`config.mk`:
```
export PLATFORM = sky130hd
export DESIGN_NAME = tap_detect_threshold_timing
export DESIGN_NICKNAME = d
export VERILOG_FILES = /design/src/hdl/tap_detect_pkg.sv /design/src/hdl/tap_detect_threshold_timing.sv
export VERILOG_INCLUDE_DIRS = /design/src /design/src/hdl
export SDC_FILE = /design/constraint.sdc
export NUM_CORES = 1
export LEC_CHECK = 0
export BUFFER_PORTS_ARGS = -buffer_cell sky130_fd_sc_hd__buf_2
export CAP_MARGIN = 20
export CORE_MARGIN = 5
export CORE_UTILIZATION = 68
export CTS_BUF_LIST = sky130_fd_sc_hd__clkbuf_8
export CTS_CLUSTER_SIZE = 25
export DETAILED_ROUTE_END_ITERATION = 12
export PLACE_DENSITY = 0.9
export SYNTH_ARGS = -nofsm -noshare
export SYNTH_HDL_FRONTEND = slang
export SYNTH_SLANG_ARGS = --single-unit
export TNS_END_PERCENT = 100
```
`constraint.sdc`:
```
create_clock -name clk_sys_in -period 13.6 [get_ports clk_sys_in]
set_input_delay 2.72 -clock clk_sys_in [delete_from_list [all_inputs] [get_ports clk_sys_in]]
set_output_delay 2.72 -clock clk_sys_in [all_outputs]
set_load 0.02 [all_outputs]
```
`src/hdl/tap_detect_map.svh`:
```
// Purpose: Register offsets, reset values and timing constants of the tap detector
// Assumes: Included by its bare name; definitions only
// Notes:   Step caps are expressed in units of the 0.625 ms base step
`ifndef TAP_DETECT_MAP_SVH
`define TAP_DETECT_MAP_SVH

// Register offsets
`define TAP_REG_THR_X    8'h23
`define TAP_REG_THR_Y    8'h24
`define TAP_REG_THR_Z    8'h25
`define TAP_REG_WIDTH    8'h26
`define TAP_REG_IGNORE   8'h27

// Reset value shared by all five registers
`define TAP_RESET_VAL    8'h00

// Threshold field occupies bits 6..0
`define TAP_THR_MSB      6

// Sample magnitude to threshold units: 12-bit at +/-8 g, 16 codes per threshold step
`define TAP_MAG_SHIFT    4

// Clock period and base step, both in ns
`define TAP_CLK_PERIOD_NS 20
`define TAP_BASE_STEP_NS  625000

// Largest time-limit step, filter on, in base steps
`define TAP_CAP_F_NORMAL 11'h020
`define TAP_CAP_F_LNLP   11'h080
`define TAP_CAP_F_HIRES  11'h004
`define TAP_CAP_F_LOWPWR 11'h100

// Largest time-limit step, filter off, in base steps
`define TAP_CAP_U_NORMAL 11'h008
`define TAP_CAP_U_LNLP   11'h020
`define TAP_CAP_U_HIRES  11'h001
`define TAP_CAP_U_LOWPWR 11'h040

`endif

```
`src/hdl/tap_detect_pkg.sv`:
```
// Purpose: Types shared by the tap detector and its bench
// Assumes: Constants live in tap_detect_map.svh
// Notes:   Mode codes follow the oversampling field of the power configuration
package tap_detect_pkg;

   // Oversampling mode
   typedef enum logic [1:0] {
      MODE_NORMAL = 2'b00,
      MODE_LNLP   = 2'b01,
      MODE_HIRES  = 2'b10,
      MODE_LOWPWR = 2'b11
   } power_mode_t;

   // Per-axis detector state
   typedef enum logic [1:0] {
      AX_IDLE = 2'b00,
      AX_OVER = 2'b01,
      AX_HOLD = 2'b10
   } axis_state_t;

   // Register access request
   typedef struct packed {
      logic [7:0] addr;
      logic [7:0] wdata;
      logic       write;
      logic       read;
   } reg_req_t;

   // Acceleration sample, signed, full scale +/-8 g
   typedef struct packed {
      logic signed [11:0] x;
      logic signed [11:0] y;
      logic signed [11:0] z;
   } accel_t;

endpackage

```
`src/hdl/tap_detect_threshold_timing.sv`:
```
// Purpose: Tap threshold compare, pulse width limit and ignore interval timing
// Assumes: Samples, sample tick and configuration come from logic on clk_sys_in
// Notes:   Time-limit and latency steps are built from a 0.625 ms base step
//
// Summary of operation
// RULE1: Three threshold registers, consecutive, bit seven zero
// RULE2: Threshold is seven-bit unsigned in bits six..zero
// RULE3: Codes 1..127, 0.063 g each, fixed 8 g
// RULE4: Crossing the axis threshold starts detection
// RULE5: Valid pulse falls back before time limit
// RULE6: Longest time limit is step times 255
// RULE7: Step depends on mode, filter and rate
// RULE8: Filtered width step table, 1.25 ms upward
// RULE9: Unfiltered width step table, 0.625 ms upward
// RULE10: First pulse starts latency; pulses inside ignored
// RULE11: Software programs latency for single and double
// RULE12: Longest latency is latency step times 255
// RULE13: Filtered latency step table, 2.5 ms upward
// RULE14: Unfiltered latency step table, 1.25 ms upward
// RULE15: All five registers read/write, reset zero
// RULE16: Filter enable comes from outside configuration
// RULE17: Second-tap window starts when latency ends
// RULE18: Events flagged only for enabled axes
// RULE19: Compare once per sample tick
// RULE20: Threshold code zero never detects
`timescale 1ns/1ps
`include "tap_detect_map.svh"

module tap_detect_threshold_timing #(
   // Clock cycles per 0.625 ms base step; shorten for simulation
   parameter int unsigned BASE_CYCLES = `TAP_BASE_STEP_NS / `TAP_CLK_PERIOD_NS
) (
   // Clock and reset
   input  wire  logic                       clk_sys_in,
   input  wire  logic                       reset_in,
   // Register access
   input  wire  tap_detect_pkg::reg_req_t   reg_req_in,
   output logic [7:0]                       reg_rdata_out,
   // Samples and sample tick
   input  wire  tap_detect_pkg::accel_t     sample_in,
   input  wire  logic                       sample_tick_in,
   // Outside configuration
   input  wire  logic [2:0]                 sample_rate_in,
   input  wire  tap_detect_pkg::power_mode_t power_mode_in,
   input  wire  logic                       tap_filter_enable_in,
   input  wire  logic [2:0]                 tap_axis_enable_in,
   // Events
   output logic [2:0]                       tap_event_out,
   output logic [2:0]                       tap_negative_out,
   output logic                             ignoring_out,
   output logic                             latency_end_out
);

   ////////////////////////////////////////////////////////////////////////////
   // Base step width, sized to the counter
   localparam logic [15:0] BASE_LAST = 16'(BASE_CYCLES - 1);

   // Complete block state
   typedef struct packed {
      logic [2:0][6:0]                   thr;        // Axis thresholds
      logic [7:0]                        width_lim;  // Time-limit count
      logic [7:0]                        ignore;     // Latency count
      tap_detect_pkg::axis_state_t [2:0] ast;        // Axis detector states
      logic [2:0][7:0]                   wcnt;       // Width steps per axis
      logic [2:0][10:0]                  wsub;       // Base steps within a width step
      logic [15:0]                       base_cnt;   // Base step prescaler
      logic                              ignoring;   // Latency interval running
      logic [7:0]                        lcnt;       // Latency steps
      logic [11:0]                       lsub;       // Base steps within a latency step
      logic [2:0]                        event_q;    // Tap events, one cycle
      logic [2:0]                        neg;        // Polarity at crossing
      logic [2:0]                        neg_q;      // Polarity of last event
      logic                              lat_end;    // Latency end, one cycle
      logic [7:0]                        rdata;      // Read data
   } state_t;

   state_t s;         // Registered state
   state_t next_s;    // Next state

   ////////////////////////////////////////////////////////////////////////////
   // Time-limit step in base steps; the latency step is always twice this
   function automatic logic [10:0] width_step(
      input logic [2:0]                  rate,
      input tap_detect_pkg::power_mode_t mode,
      input logic                        filt
   );
      logic [10:0] raw;     // Sample period in base steps, filter on
      logic [10:0] cap;     // Mode ceiling
      logic [10:0] val;     // Before the ceiling
      raw = 11'h000;
      cap = 11'h000;
      val = 11'h000;
      // Step tracks the sample period until the mode ceiling
      unique case (rate)
         3'h0: raw = 11'h002;
         3'h1: raw = 11'h004;
         3'h2: raw = 11'h008;
         3'h3: raw = 11'h010;
         3'h4: raw = 11'h020;
         3'h5: raw = 11'h080;
         3'h6: raw = 11'h100;
         3'h7: raw = 11'h400;
      endcase
      if (filt) begin
         // Filter on: full sample period [RULE8]
         val = raw;
         unique case (mode)
            tap_detect_pkg::MODE_NORMAL: cap = `TAP_CAP_F_NORMAL;
            tap_detect_pkg::MODE_LNLP:   cap = `TAP_CAP_F_LNLP;
            tap_detect_pkg::MODE_HIRES:  cap = `TAP_CAP_F_HIRES;
            tap_detect_pkg::MODE_LOWPWR: cap = `TAP_CAP_F_LOWPWR;
         endcase
      end else begin
         // Filter off: low power halves, other modes quarter, never under 1 [RULE9]
         val = (mode == tap_detect_pkg::MODE_LOWPWR) ? (raw >> 1) : (raw >> 2);
         if (val == 11'h000) begin
            val = 11'h001;
         end
         unique case (mode)
            tap_detect_pkg::MODE_NORMAL: cap = `TAP_CAP_U_NORMAL;
            tap_detect_pkg::MODE_LNLP:   cap = `TAP_CAP_U_LNLP;
            tap_detect_pkg::MODE_HIRES:  cap = `TAP_CAP_U_HIRES;
            tap_detect_pkg::MODE_LOWPWR: cap = `TAP_CAP_U_LOWPWR;
         endcase
      end
      return (val > cap) ? cap : val;
   endfunction

   ////////////////////////////////////////////////////////////////////////////
   // Combinational helpers seen by the assertions
   logic [10:0]       wstep;     // Width step in base steps
   logic [11:0]       lstep;     // Latency step in base steps
   logic [2:0]        above;     // Axis magnitude above its threshold
   logic [2:0][11:0]  mag;       // Axis magnitude

   // Step selection from rate, mode and outside filter enable [RULE7] [RULE16]
   assign wstep = width_step(sample_rate_in, power_mode_in, tap_filter_enable_in);
   // Latency step is twice the width step in every mode [RULE13] [RULE14]
   assign lstep = {wstep, 1'b0};

   // Magnitudes and threshold compare
   always_comb begin
      logic signed [2:0][11:0] smp;   // Samples by axis
      smp = {sample_in.z, sample_in.y, sample_in.x};
      for (int i = 0; i < 3; i++) begin
         // Absolute value; -2048 maps to 2048 without overflow
         mag[i] = smp[i][11] ? 12'(~smp[i] + 12'h001) : smp[i];
         // Unsigned eight-bit compare with the zero-extended code, code zero disabled [RULE2] [RULE3] [RULE20]
         above[i] = (mag[i][11:`TAP_MAG_SHIFT] > {1'b0, s.thr[i]}) &&
                    (s.thr[i] != 7'h00);
      end
   end

   ////////////////////////////////////////////////////////////////////////////
   // Next state
   always_comb begin
      logic [2:0] hit;        // Valid pulses this cycle
      logic       base_tick;  // Base step boundary
      next_s    = s;
      hit       = 3'b000;
      base_tick = (s.base_cnt == BASE_LAST);
      next_s.event_q = 3'b000;
      next_s.lat_end = 1'b0;

      // Free-running base step prescaler
      next_s.base_cnt = base_tick ? 16'h0000 : 16'(s.base_cnt + 16'h0001);

      // Register writes; threshold bit seven is not stored [RULE1] [RULE15]
      if (reg_req_in.write) begin
         unique case (reg_req_in.addr)
            `TAP_REG_THR_X:  next_s.thr[0]    = reg_req_in.wdata[`TAP_THR_MSB:0];
            `TAP_REG_THR_Y:  next_s.thr[1]    = reg_req_in.wdata[`TAP_THR_MSB:0];
            `TAP_REG_THR_Z:  next_s.thr[2]    = reg_req_in.wdata[`TAP_THR_MSB:0];
            `TAP_REG_WIDTH:  next_s.width_lim = reg_req_in.wdata;
            `TAP_REG_IGNORE: next_s.ignore    = reg_req_in.wdata;
            default: ;       // Unmapped writes are dropped
         endcase
      end

      // Register reads; unmapped offsets answer zero [RULE15]
      if (reg_req_in.read) begin
         unique case (reg_req_in.addr)
            `TAP_REG_THR_X:  next_s.rdata = {1'b0, s.thr[0]};  // [RULE1]
            `TAP_REG_THR_Y:  next_s.rdata = {1'b0, s.thr[1]};
            `TAP_REG_THR_Z:  next_s.rdata = {1'b0, s.thr[2]};
            `TAP_REG_WIDTH:  next_s.rdata = s.width_lim;
            `TAP_REG_IGNORE: next_s.rdata = s.ignore;
            default:         next_s.rdata = 8'h00;
         endcase
      end

      // Per-axis pulse qualification
      for (int i = 0; i < 3; i++) begin
         unique case (s.ast[i])
            tap_detect_pkg::AX_IDLE: begin
               // Start on a crossing seen at a sample tick [RULE4] [RULE19]
               if (sample_tick_in && above[i]) begin
                  next_s.ast[i]  = tap_detect_pkg::AX_OVER;
                  next_s.wcnt[i] = 8'h00;
                  next_s.wsub[i] = 11'h000;
                  next_s.neg[i]  = mag[i] != 12'h000 && (i == 0 ? sample_in.x[11] :
                                   i == 1 ? sample_in.y[11] : sample_in.z[11]);
               end
            end
            tap_detect_pkg::AX_OVER: begin
               // Width measured in steps; 8-bit count caps at step x 255 [RULE6]
               if (base_tick) begin
                  if (11'(s.wsub[i] + 11'h001) >= wstep) begin
                     next_s.wsub[i] = 11'h000;
                     if (s.wcnt[i] != 8'hff) begin
                        next_s.wcnt[i] = 8'(s.wcnt[i] + 8'h01);
                     end
                  end else begin
                     next_s.wsub[i] = 11'(s.wsub[i] + 11'h001);
                  end
               end
               if (s.wcnt[i] >= s.width_lim) begin
                  // Too long: wait for the fall without qualifying [RULE5]
                  next_s.ast[i] = tap_detect_pkg::AX_HOLD;
               end else if (sample_tick_in && !above[i]) begin
                  // Fell back in time: valid pulse [RULE5]
                  next_s.ast[i] = tap_detect_pkg::AX_IDLE;
                  hit[i]        = 1'b1;
               end
            end
            tap_detect_pkg::AX_HOLD: begin
               // Re-arm only after the axis is no longer above its threshold
               if (sample_tick_in && !above[i]) begin
                  next_s.ast[i] = tap_detect_pkg::AX_IDLE;
               end
            end
            default: next_s.ast[i] = tap_detect_pkg::AX_IDLE;
         endcase
      end

      // Latency interval; pulses inside it produce no event [RULE10]
      if (s.ignoring) begin
         if (s.lcnt >= s.ignore) begin
            // Interval over: second-tap window may open now [RULE17] [RULE12]
            next_s.ignoring = 1'b0;
            next_s.lat_end  = 1'b1;
         end else if (base_tick) begin
            if (12'(s.lsub + 12'h001) >= lstep) begin
               next_s.lsub = 12'h000;
               next_s.lcnt = 8'(s.lcnt + 8'h01);
            end else begin
               next_s.lsub = 12'(s.lsub + 12'h001);
            end
         end
      end else if (hit != 3'b000) begin
         // First pulse starts the interval; software sets its length [RULE10] [RULE11]
         next_s.ignoring = 1'b1;
         next_s.lcnt     = 8'h00;
         next_s.lsub     = 12'h000;
         // Only enabled axes raise an event [RULE18]
         next_s.event_q  = hit & tap_axis_enable_in;
         for (int i = 0; i < 3; i++) begin
            if (hit[i]) begin
               next_s.neg_q[i] = s.neg[i];
            end
         end
      end
   end

   ////////////////////////////////////////////////////////////////////////////
   // State register; every register resets to zero [RULE15]
   always_ff @(posedge clk_sys_in or posedge reset_in) begin
      if (reset_in) begin
         s <= '0;
      end else begin
         s <= next_s;
      end
   end

   // Outputs straight from flip-flops
   assign reg_rdata_out    = s.rdata;
   assign tap_event_out    = s.event_q;
   assign tap_negative_out = s.neg_q;
   assign ignoring_out     = s.ignoring;
   assign latency_end_out  = s.lat_end;
endmodule

```
* Yosys cells after proc, flatten, opt, wreduce, memory -nomap -nowiden
Memory sizes are Yosys's and may differ from the RTL's.
Index checks and enable logic that the tools add are counted.
** Word-level totals
- Register bits :: 155
- Bits in latches :: 0
- RAM bits :: 0
- Bits in read-only memories :: 64
- Bits of input ports :: 66
- Memories :: 1
** Operators by class
- Add/sub/neg operators :: 12
- $mul :: 0
- Div/mod/pow operators :: 0
- $lt $le $gt $ge :: 12
- Eq/ne operators :: 33
- Shift operators :: 0
- Muxes and demuxes :: 70
- Bitwise gates (word level) :: 5
- Reductions and logical operators :: 50
** Memories
- (name not given) :: words 8, width 8, read ports 1, clocked after Yosys merged registers in 0, write ports 0, line tap_detect_threshold_timing.sv:94 : unique case (rate)
** Operator list (number)
- $mux 11 :: 12
- $mux 8 :: 13
- $pmux 11 s4 :: 2
- $pmux 11 s2 :: 3
- $add 12x1->12 const B :: 4
- $mux 12 :: 4
- $pmux 8 s2 :: 3
- $eq 8x6->1 const B :: 5
- $mux 20 :: 2
- $pmux 8 s5 :: 1
- $not 12->12 :: 3
- $reduce_bool 12->1 :: 3
- $add 11x1->11 const B :: 3
- $ge 11x11->1 :: 3
- $add 8x1->8 const B :: 4
- $ge 8x8->1 :: 4
- $ne 2x2->1 const B :: 13
- $gt 8x7->1 :: 3
- $mux 24 :: 1
- $ne 8x8->1 const B :: 3
- $mux 21 :: 1
- $reduce_and 3->1 :: 7
- $reduce_bool 7->1 :: 3
- $mux 10 :: 2
- other kinds (23) :: 80

* Longest topological paths before layout
- Depth after elaboration :: 13
- Depth in mapped cells :: 25
- Gate-level depth less buffers :: 23

* Worst setup path after synthesis
OpenSTA, ideal clock, no wires.
- Kind :: input -> register
- Start :: input sample_rate_in[0]
- End :: register s[100] in the netlist's numbering
- Library setup time :: 0.125 ns
- Arrival :: 7.062 ns
- Required time :: 13.475 ns
- Setup slack :: 6.414 ns
- Cell stages on the path :: 21
- Buffers on the path :: 2
- Cell sequence :: clkbuf_1 > clkbuf_1 > nor3b_1 > a21oi_1 > nor3_1 > ha_1 > a211oi_1 > nand4_1 > a21oi_1 > nor2_1 > o21ai_1 > a32oi_2 > mux2i_1 > ha_1 > and3_1 > a221o_1 > a31oi_1 > nor2_1 > and3b_1 > nand4_1 > mux2_2
** Between the ends
- Cells in the longest elaborated chain, start to end :: 10
** Ends and longest elaborated chain
- from (decl) :: line tap_detect_threshold_timing.sv:43 : input wire logic [2:0] sample_rate_in,
- $mem_v2 8x8 (*)
- $mux 10 :: line tap_detect_threshold_timing.sv:115 : val = (mode == tap_detect_pkg::MODE_LOWPWR) ? (raw >> 1) : (raw >> 2);
- $logic_not 11->1 :: line tap_detect_threshold_timing.sv:116 : if (val == 11'h000) begin
- $mux 10 :: line tap_detect_threshold_timing.sv:116
- $mux 11 (*) :: line tap_detect_threshold_timing.sv:104 : if (filt) begin
- $gt 11x11->1 :: line tap_detect_threshold_timing.sv:126 : return (val > cap) ? cap : val;
- $mux 11 (*) :: line tap_detect_threshold_timing.sv:126
- $ge 11x11->1 (*) :: line tap_detect_threshold_timing.sv:208 : if (11'(s.wsub[i] + 11'h001) >= wstep) begin
- $ne 2x2->1 (no line) (*)
- $reduce_and 5->1 (no line) (*)
- to (signal assigned) :: line tap_detect_threshold_timing.sv:271 : s <= next_s;
- to (decl) :: line tap_detect_threshold_timing.sv:77 : state_t s;
Every way passes the cells marked *; elsewhere a longest branch is shown, timed or not.
A chain may end at the register's enable or synchronous reset.

* Worst setup path after layout
- Start :: input power_mode_in[0]
- End :: register s[71] in the netlist's numbering
** Between the ends
- Cells in the longest elaborated chain, start to end :: 11
- Elaborated cells on any way between the ends :: 17
** Ends and longest elaborated chain
- from (decl) :: line tap_detect_threshold_timing.sv:44 : input wire tap_detect_pkg::power_mode_t power_mode_in,
- $eq 2x2->1 :: line tap_detect_threshold_timing.sv:107, tap_detect_threshold_timing.sv:115, tap_detect_threshold_timing.sv:119
- $mux 10 :: line tap_detect_threshold_timing.sv:115
- $logic_not 11->1 :: line tap_detect_threshold_timing.sv:116
- $mux 10 :: line tap_detect_threshold_timing.sv:116
- $mux 11 :: line tap_detect_threshold_timing.sv:104
- $gt 11x11->1 :: line tap_detect_threshold_timing.sv:126
- $mux 11 (*) :: line tap_detect_threshold_timing.sv:126
- $ge 11x11->1 (*) :: line tap_detect_threshold_timing.sv:208
- $mux 11 (*) :: line tap_detect_threshold_timing.sv:208
- $mux 11 (*) :: line tap_detect_threshold_timing.sv:207 : if (base_tick) begin
- $pmux 11 s2 (*) :: line tap_detect_threshold_timing.sv:194 : unique case (s.ast[i])
Every way passes the cells marked *; elsewhere a longest branch is shown, timed or not. The select of a mux whose other input is x is not followed.

==> results.md <==
- Final Instance Count excl. Fillers: 1567
- Final net count: 1518
- Worst R2R Setup Slack: 9.55 ns
- Yosys warning count: 0
- Dpl ws: 5.73 ns
- Area contributors post-synth: dfrtp_1 34%, ha_1 13%, o21ai_0 5.0%, mux2_2 4.6%, nand2_1 3.9%
- Share of cells above drive strength 1: 0.138
- Reg2Reg Capture Point: s[71]
- Placed cells: 1535
- Post-synth EDFFs: 0
- Sum Neg Setup Slack: 0 ns
- Worst-skew pair later-pin latency: 0.47 ns
- CP arrival: 7.70 ns
- Total chip power: 1.29 mW
- Drt drc: 0
- Max rail drop VDD: 0.0827 mV
- DRT antenna net count: 0
- Initial antenna violation count: 0
- Rows: 47
- Dpl cell area: 0.0118 sq mm
- Mapped Area: 0.0113 sq mm
- Pre-Repair DR Iteration Count: 6
- Setup bufs post-CTS: 0
- Post-synthesis instance total: 1264
- Total GRT Usage: 0.284
- Post-route design area: 0.0123 sq mm
- Drt initial violations: 946
- Final GP Congestion: 0.936
- Worst Setup End Kind: register
- #FFs+latches synth: 155
- Sequential fraction of the synthesis area: 0.345
- Post-synthesis mux area share: 0.0545
- Cts-stage hold buffer count: 0
- Post-synthesis xor/xnor area fraction: 0.0630
- Num CTS Buffers: 17
- Sequential share of power: 0.421
- Min-delay worst type: reg2reg
- CTS tree: built
- Core Region: 0.0164 sq mm
- Combinational power share: 0.273
- Via/cell ratio: 6.31
- Vias in the first global route: 9676
- Number of vias in the routed layout: 9880
- First-pass GRT wire length: 46000 um
- Worst-margin pin slew: 0.980 ns
- Min Tclk post-route: 7.37 ns
- Die area: 0.0192 sq mm
- Synth async-reset ratio: 1.00
- Clk pin slew, worst setup/hold paths: 0.08 ns
- Hold WS: 0.474 ns
- Unrepaired setup endpoints after global routing: no
- Max Slew Vio Count: 0
- P_leak: 5.82 nW
- Final period util: 0.542
- Psw: 0.444 mW
- Relative slew slack: 0.345
- HPWL Detailed: 20400 um
- Synth Area in Compound Gates: 0.157
- Die width: 139 um
- Final Hold Viols: 0
- Clock power frac: 0.305
- Max_cap viols: 0
- Hold path start: s[54]
- Final Util: 0.747
- Cell-internal power: 0.849 mW
- Worst reg2reg startpoint: s[66]
- Die H: 139 um
- Main flop type after synthesis: dfrtp_1
- Count leader, synth: dfrtp_1
- Ports: 82
- WS Path Type: in2reg
- Syn_area_per_cell: 8.91 sq um
- Clock buffer depth: 2
- R2R cell count: 12
- Sw Ratio: 0.343
- Port Buffer Count: 81
- End of the critical path: s[71]
- Status: finished, final reports clean
- Adder-Cell Fraction of Synth Area: 0.130
- Worst Setup SP: power_mode_in[0]
- Area leader, netlist: dfrtp_1
- Clk_skew: 0.0144 ns
- Synth cell types: 69
- Routed length per instance: 17.5 um
- Top cells by count, synth: 155 x dfrtp_1, 117 x ha_1, 117 x nand2_1
- Pin count of the biggest net entering global routing: 97
- CTS-repair resized insts: 0
- Crit start category: primary input
- Share of the synthesized area in the top cell type: 0.345
- Root buf cell: clkbuf_8
- Final setup fails: 0
- FILL cells: 1132
- Antenna cells: 0
- H-tree Lvls: 4
- Initial core utilization: 0.686
- Simple-Gate Fraction of Synth Area: 0.204
- Setup ws final: 6.23 ns
- CP Max Fanout: 9
- Largest family of logic cells by synthesized area: simple AND/OR/NAND/NOR gates
- Fmax: 0.136 GHz
- Worst EP required: 13.93 ns
- Synth-to-Final Area Change: 8.94%
- WL final: 27300 um
- P per Cell Area: 105 mW/mm^2
- Total grt overflow: 0
- Clock sinks: 155
-- flip-flops by register name, indices dropped and copies added (netlist names) --
| name | cells |
|---|---|
| s | 139 |
| latency_end_out | 1 |
| reg_rdata_out | 8 |
| tap_negative_out | 3 |
| ignoring_out | 1 |
| tap_event_out | 3 |
-- how the worst min path moves through the flow --
stage | slack [ns] | depth (start not counted) | endpoint
global placement | 0.45 | 1 | s[54]
detailed placement | 0.47 | 1 | s[54]
finish | 0.47 | 1 | s[54]
CTS | 0.47 | 1 | s[54]
global route | 0.48 | 1 | s[54]
floorplan | 0.43 | 1 | s[54]
-- routing by layer --
| metal | share of wire | vias up | track usage |
|---|---|---|---|
| met1 | 0.42 | 4702 | 0.371 |
| met5 | 0 | - | 0 |
| met3 | 0.071 | 83 | 0.0617 |
| met2 | 0.47 | 422 | 0.469 |
| met4 | 0.031 | 0 | 0.104 |
| li1 | - | 4673 | - |
-- cell usage in the layout (no fill, tap or decap), types with 8 or more instances in the layout --
cell and n:
nor2b_1 16, clkbuf_8 19, a21oi_1 35, buf_4 8
nand4_1 21, mux2_2 46, buf_2 81, nand2_1 117
a21o_1 17, nor3_1 13, xor2_1 34, nand3_1 66
nor2_1 99, a22o_1 23, nand2b_1 25, nor4_1 13
o41ai_1 9, a31oi_1 13, or3_1 17, inv_1 79
conb_1 8, mux2i_1 8, o21ai_0 111, dfrtp_1 155
and3_1 21, ha_1 117, nor3b_1 8, xnor2_1 47
a211oi_1 8
-- cell families after synthesis --
kind of cell | count (synthesis)
AND/OR/NAND/NOR | 457
AO/OA/AOI/OAI | 273
flip-flops | 155
buffers and inverters | 125
adder cells (fa/ha/maj) | 117
XOR/XNOR | 81
multiplexers | 55
other | 1
-- cell type report --
type                    instances  area [sq um]  area share
well taps                     220           275      0.0224
flip-flops and latches        155          3880       0.316
repair buffers                 89           465      0.0380
multi-input cells             991          6890       0.561
inverters                      81           309      0.0252
clock inverters                12           188      0.0153
clock buffers                  19           262      0.0213
-- power by group through the flow --
stage / logic, mW / registers [mW] / clock network (mW)
finish: 0.353 / 0.545 / 0.395
global route: 0.395 / 0.549 / 0.417
CTS: 0.351 / 0.542 / 0.394
detailed placement: 0.346 / 0.551 / 0
global placement: 0.327 / 0.548 / 0
floorplan: 0.256 / 0.537 / 0
-- worst max-delay path, cell delays in order --
cell and delay [ns]:
buf_2 0.16, nand2_1 0.17, nor2_1 0.21, inv_1 0.09, nor3_1 0.20, a21oi_1 0.07, nor2_1 0.18, ha_1 0.18
nand2_1 0.07, nand4_1 0.10, o211ai_1 0.10, nor2_1 0.10, o21ai_1 0.10, a32oi_2 0.48, mux2i_1 0.53, ha_1 0.32
and3_1 0.16, a221o_1 0.32, a31oi_1 0.39, nor2_1 0.26, or2_2 0.36, o41ai_1 0.41
(Power assumes the default switching activity.)
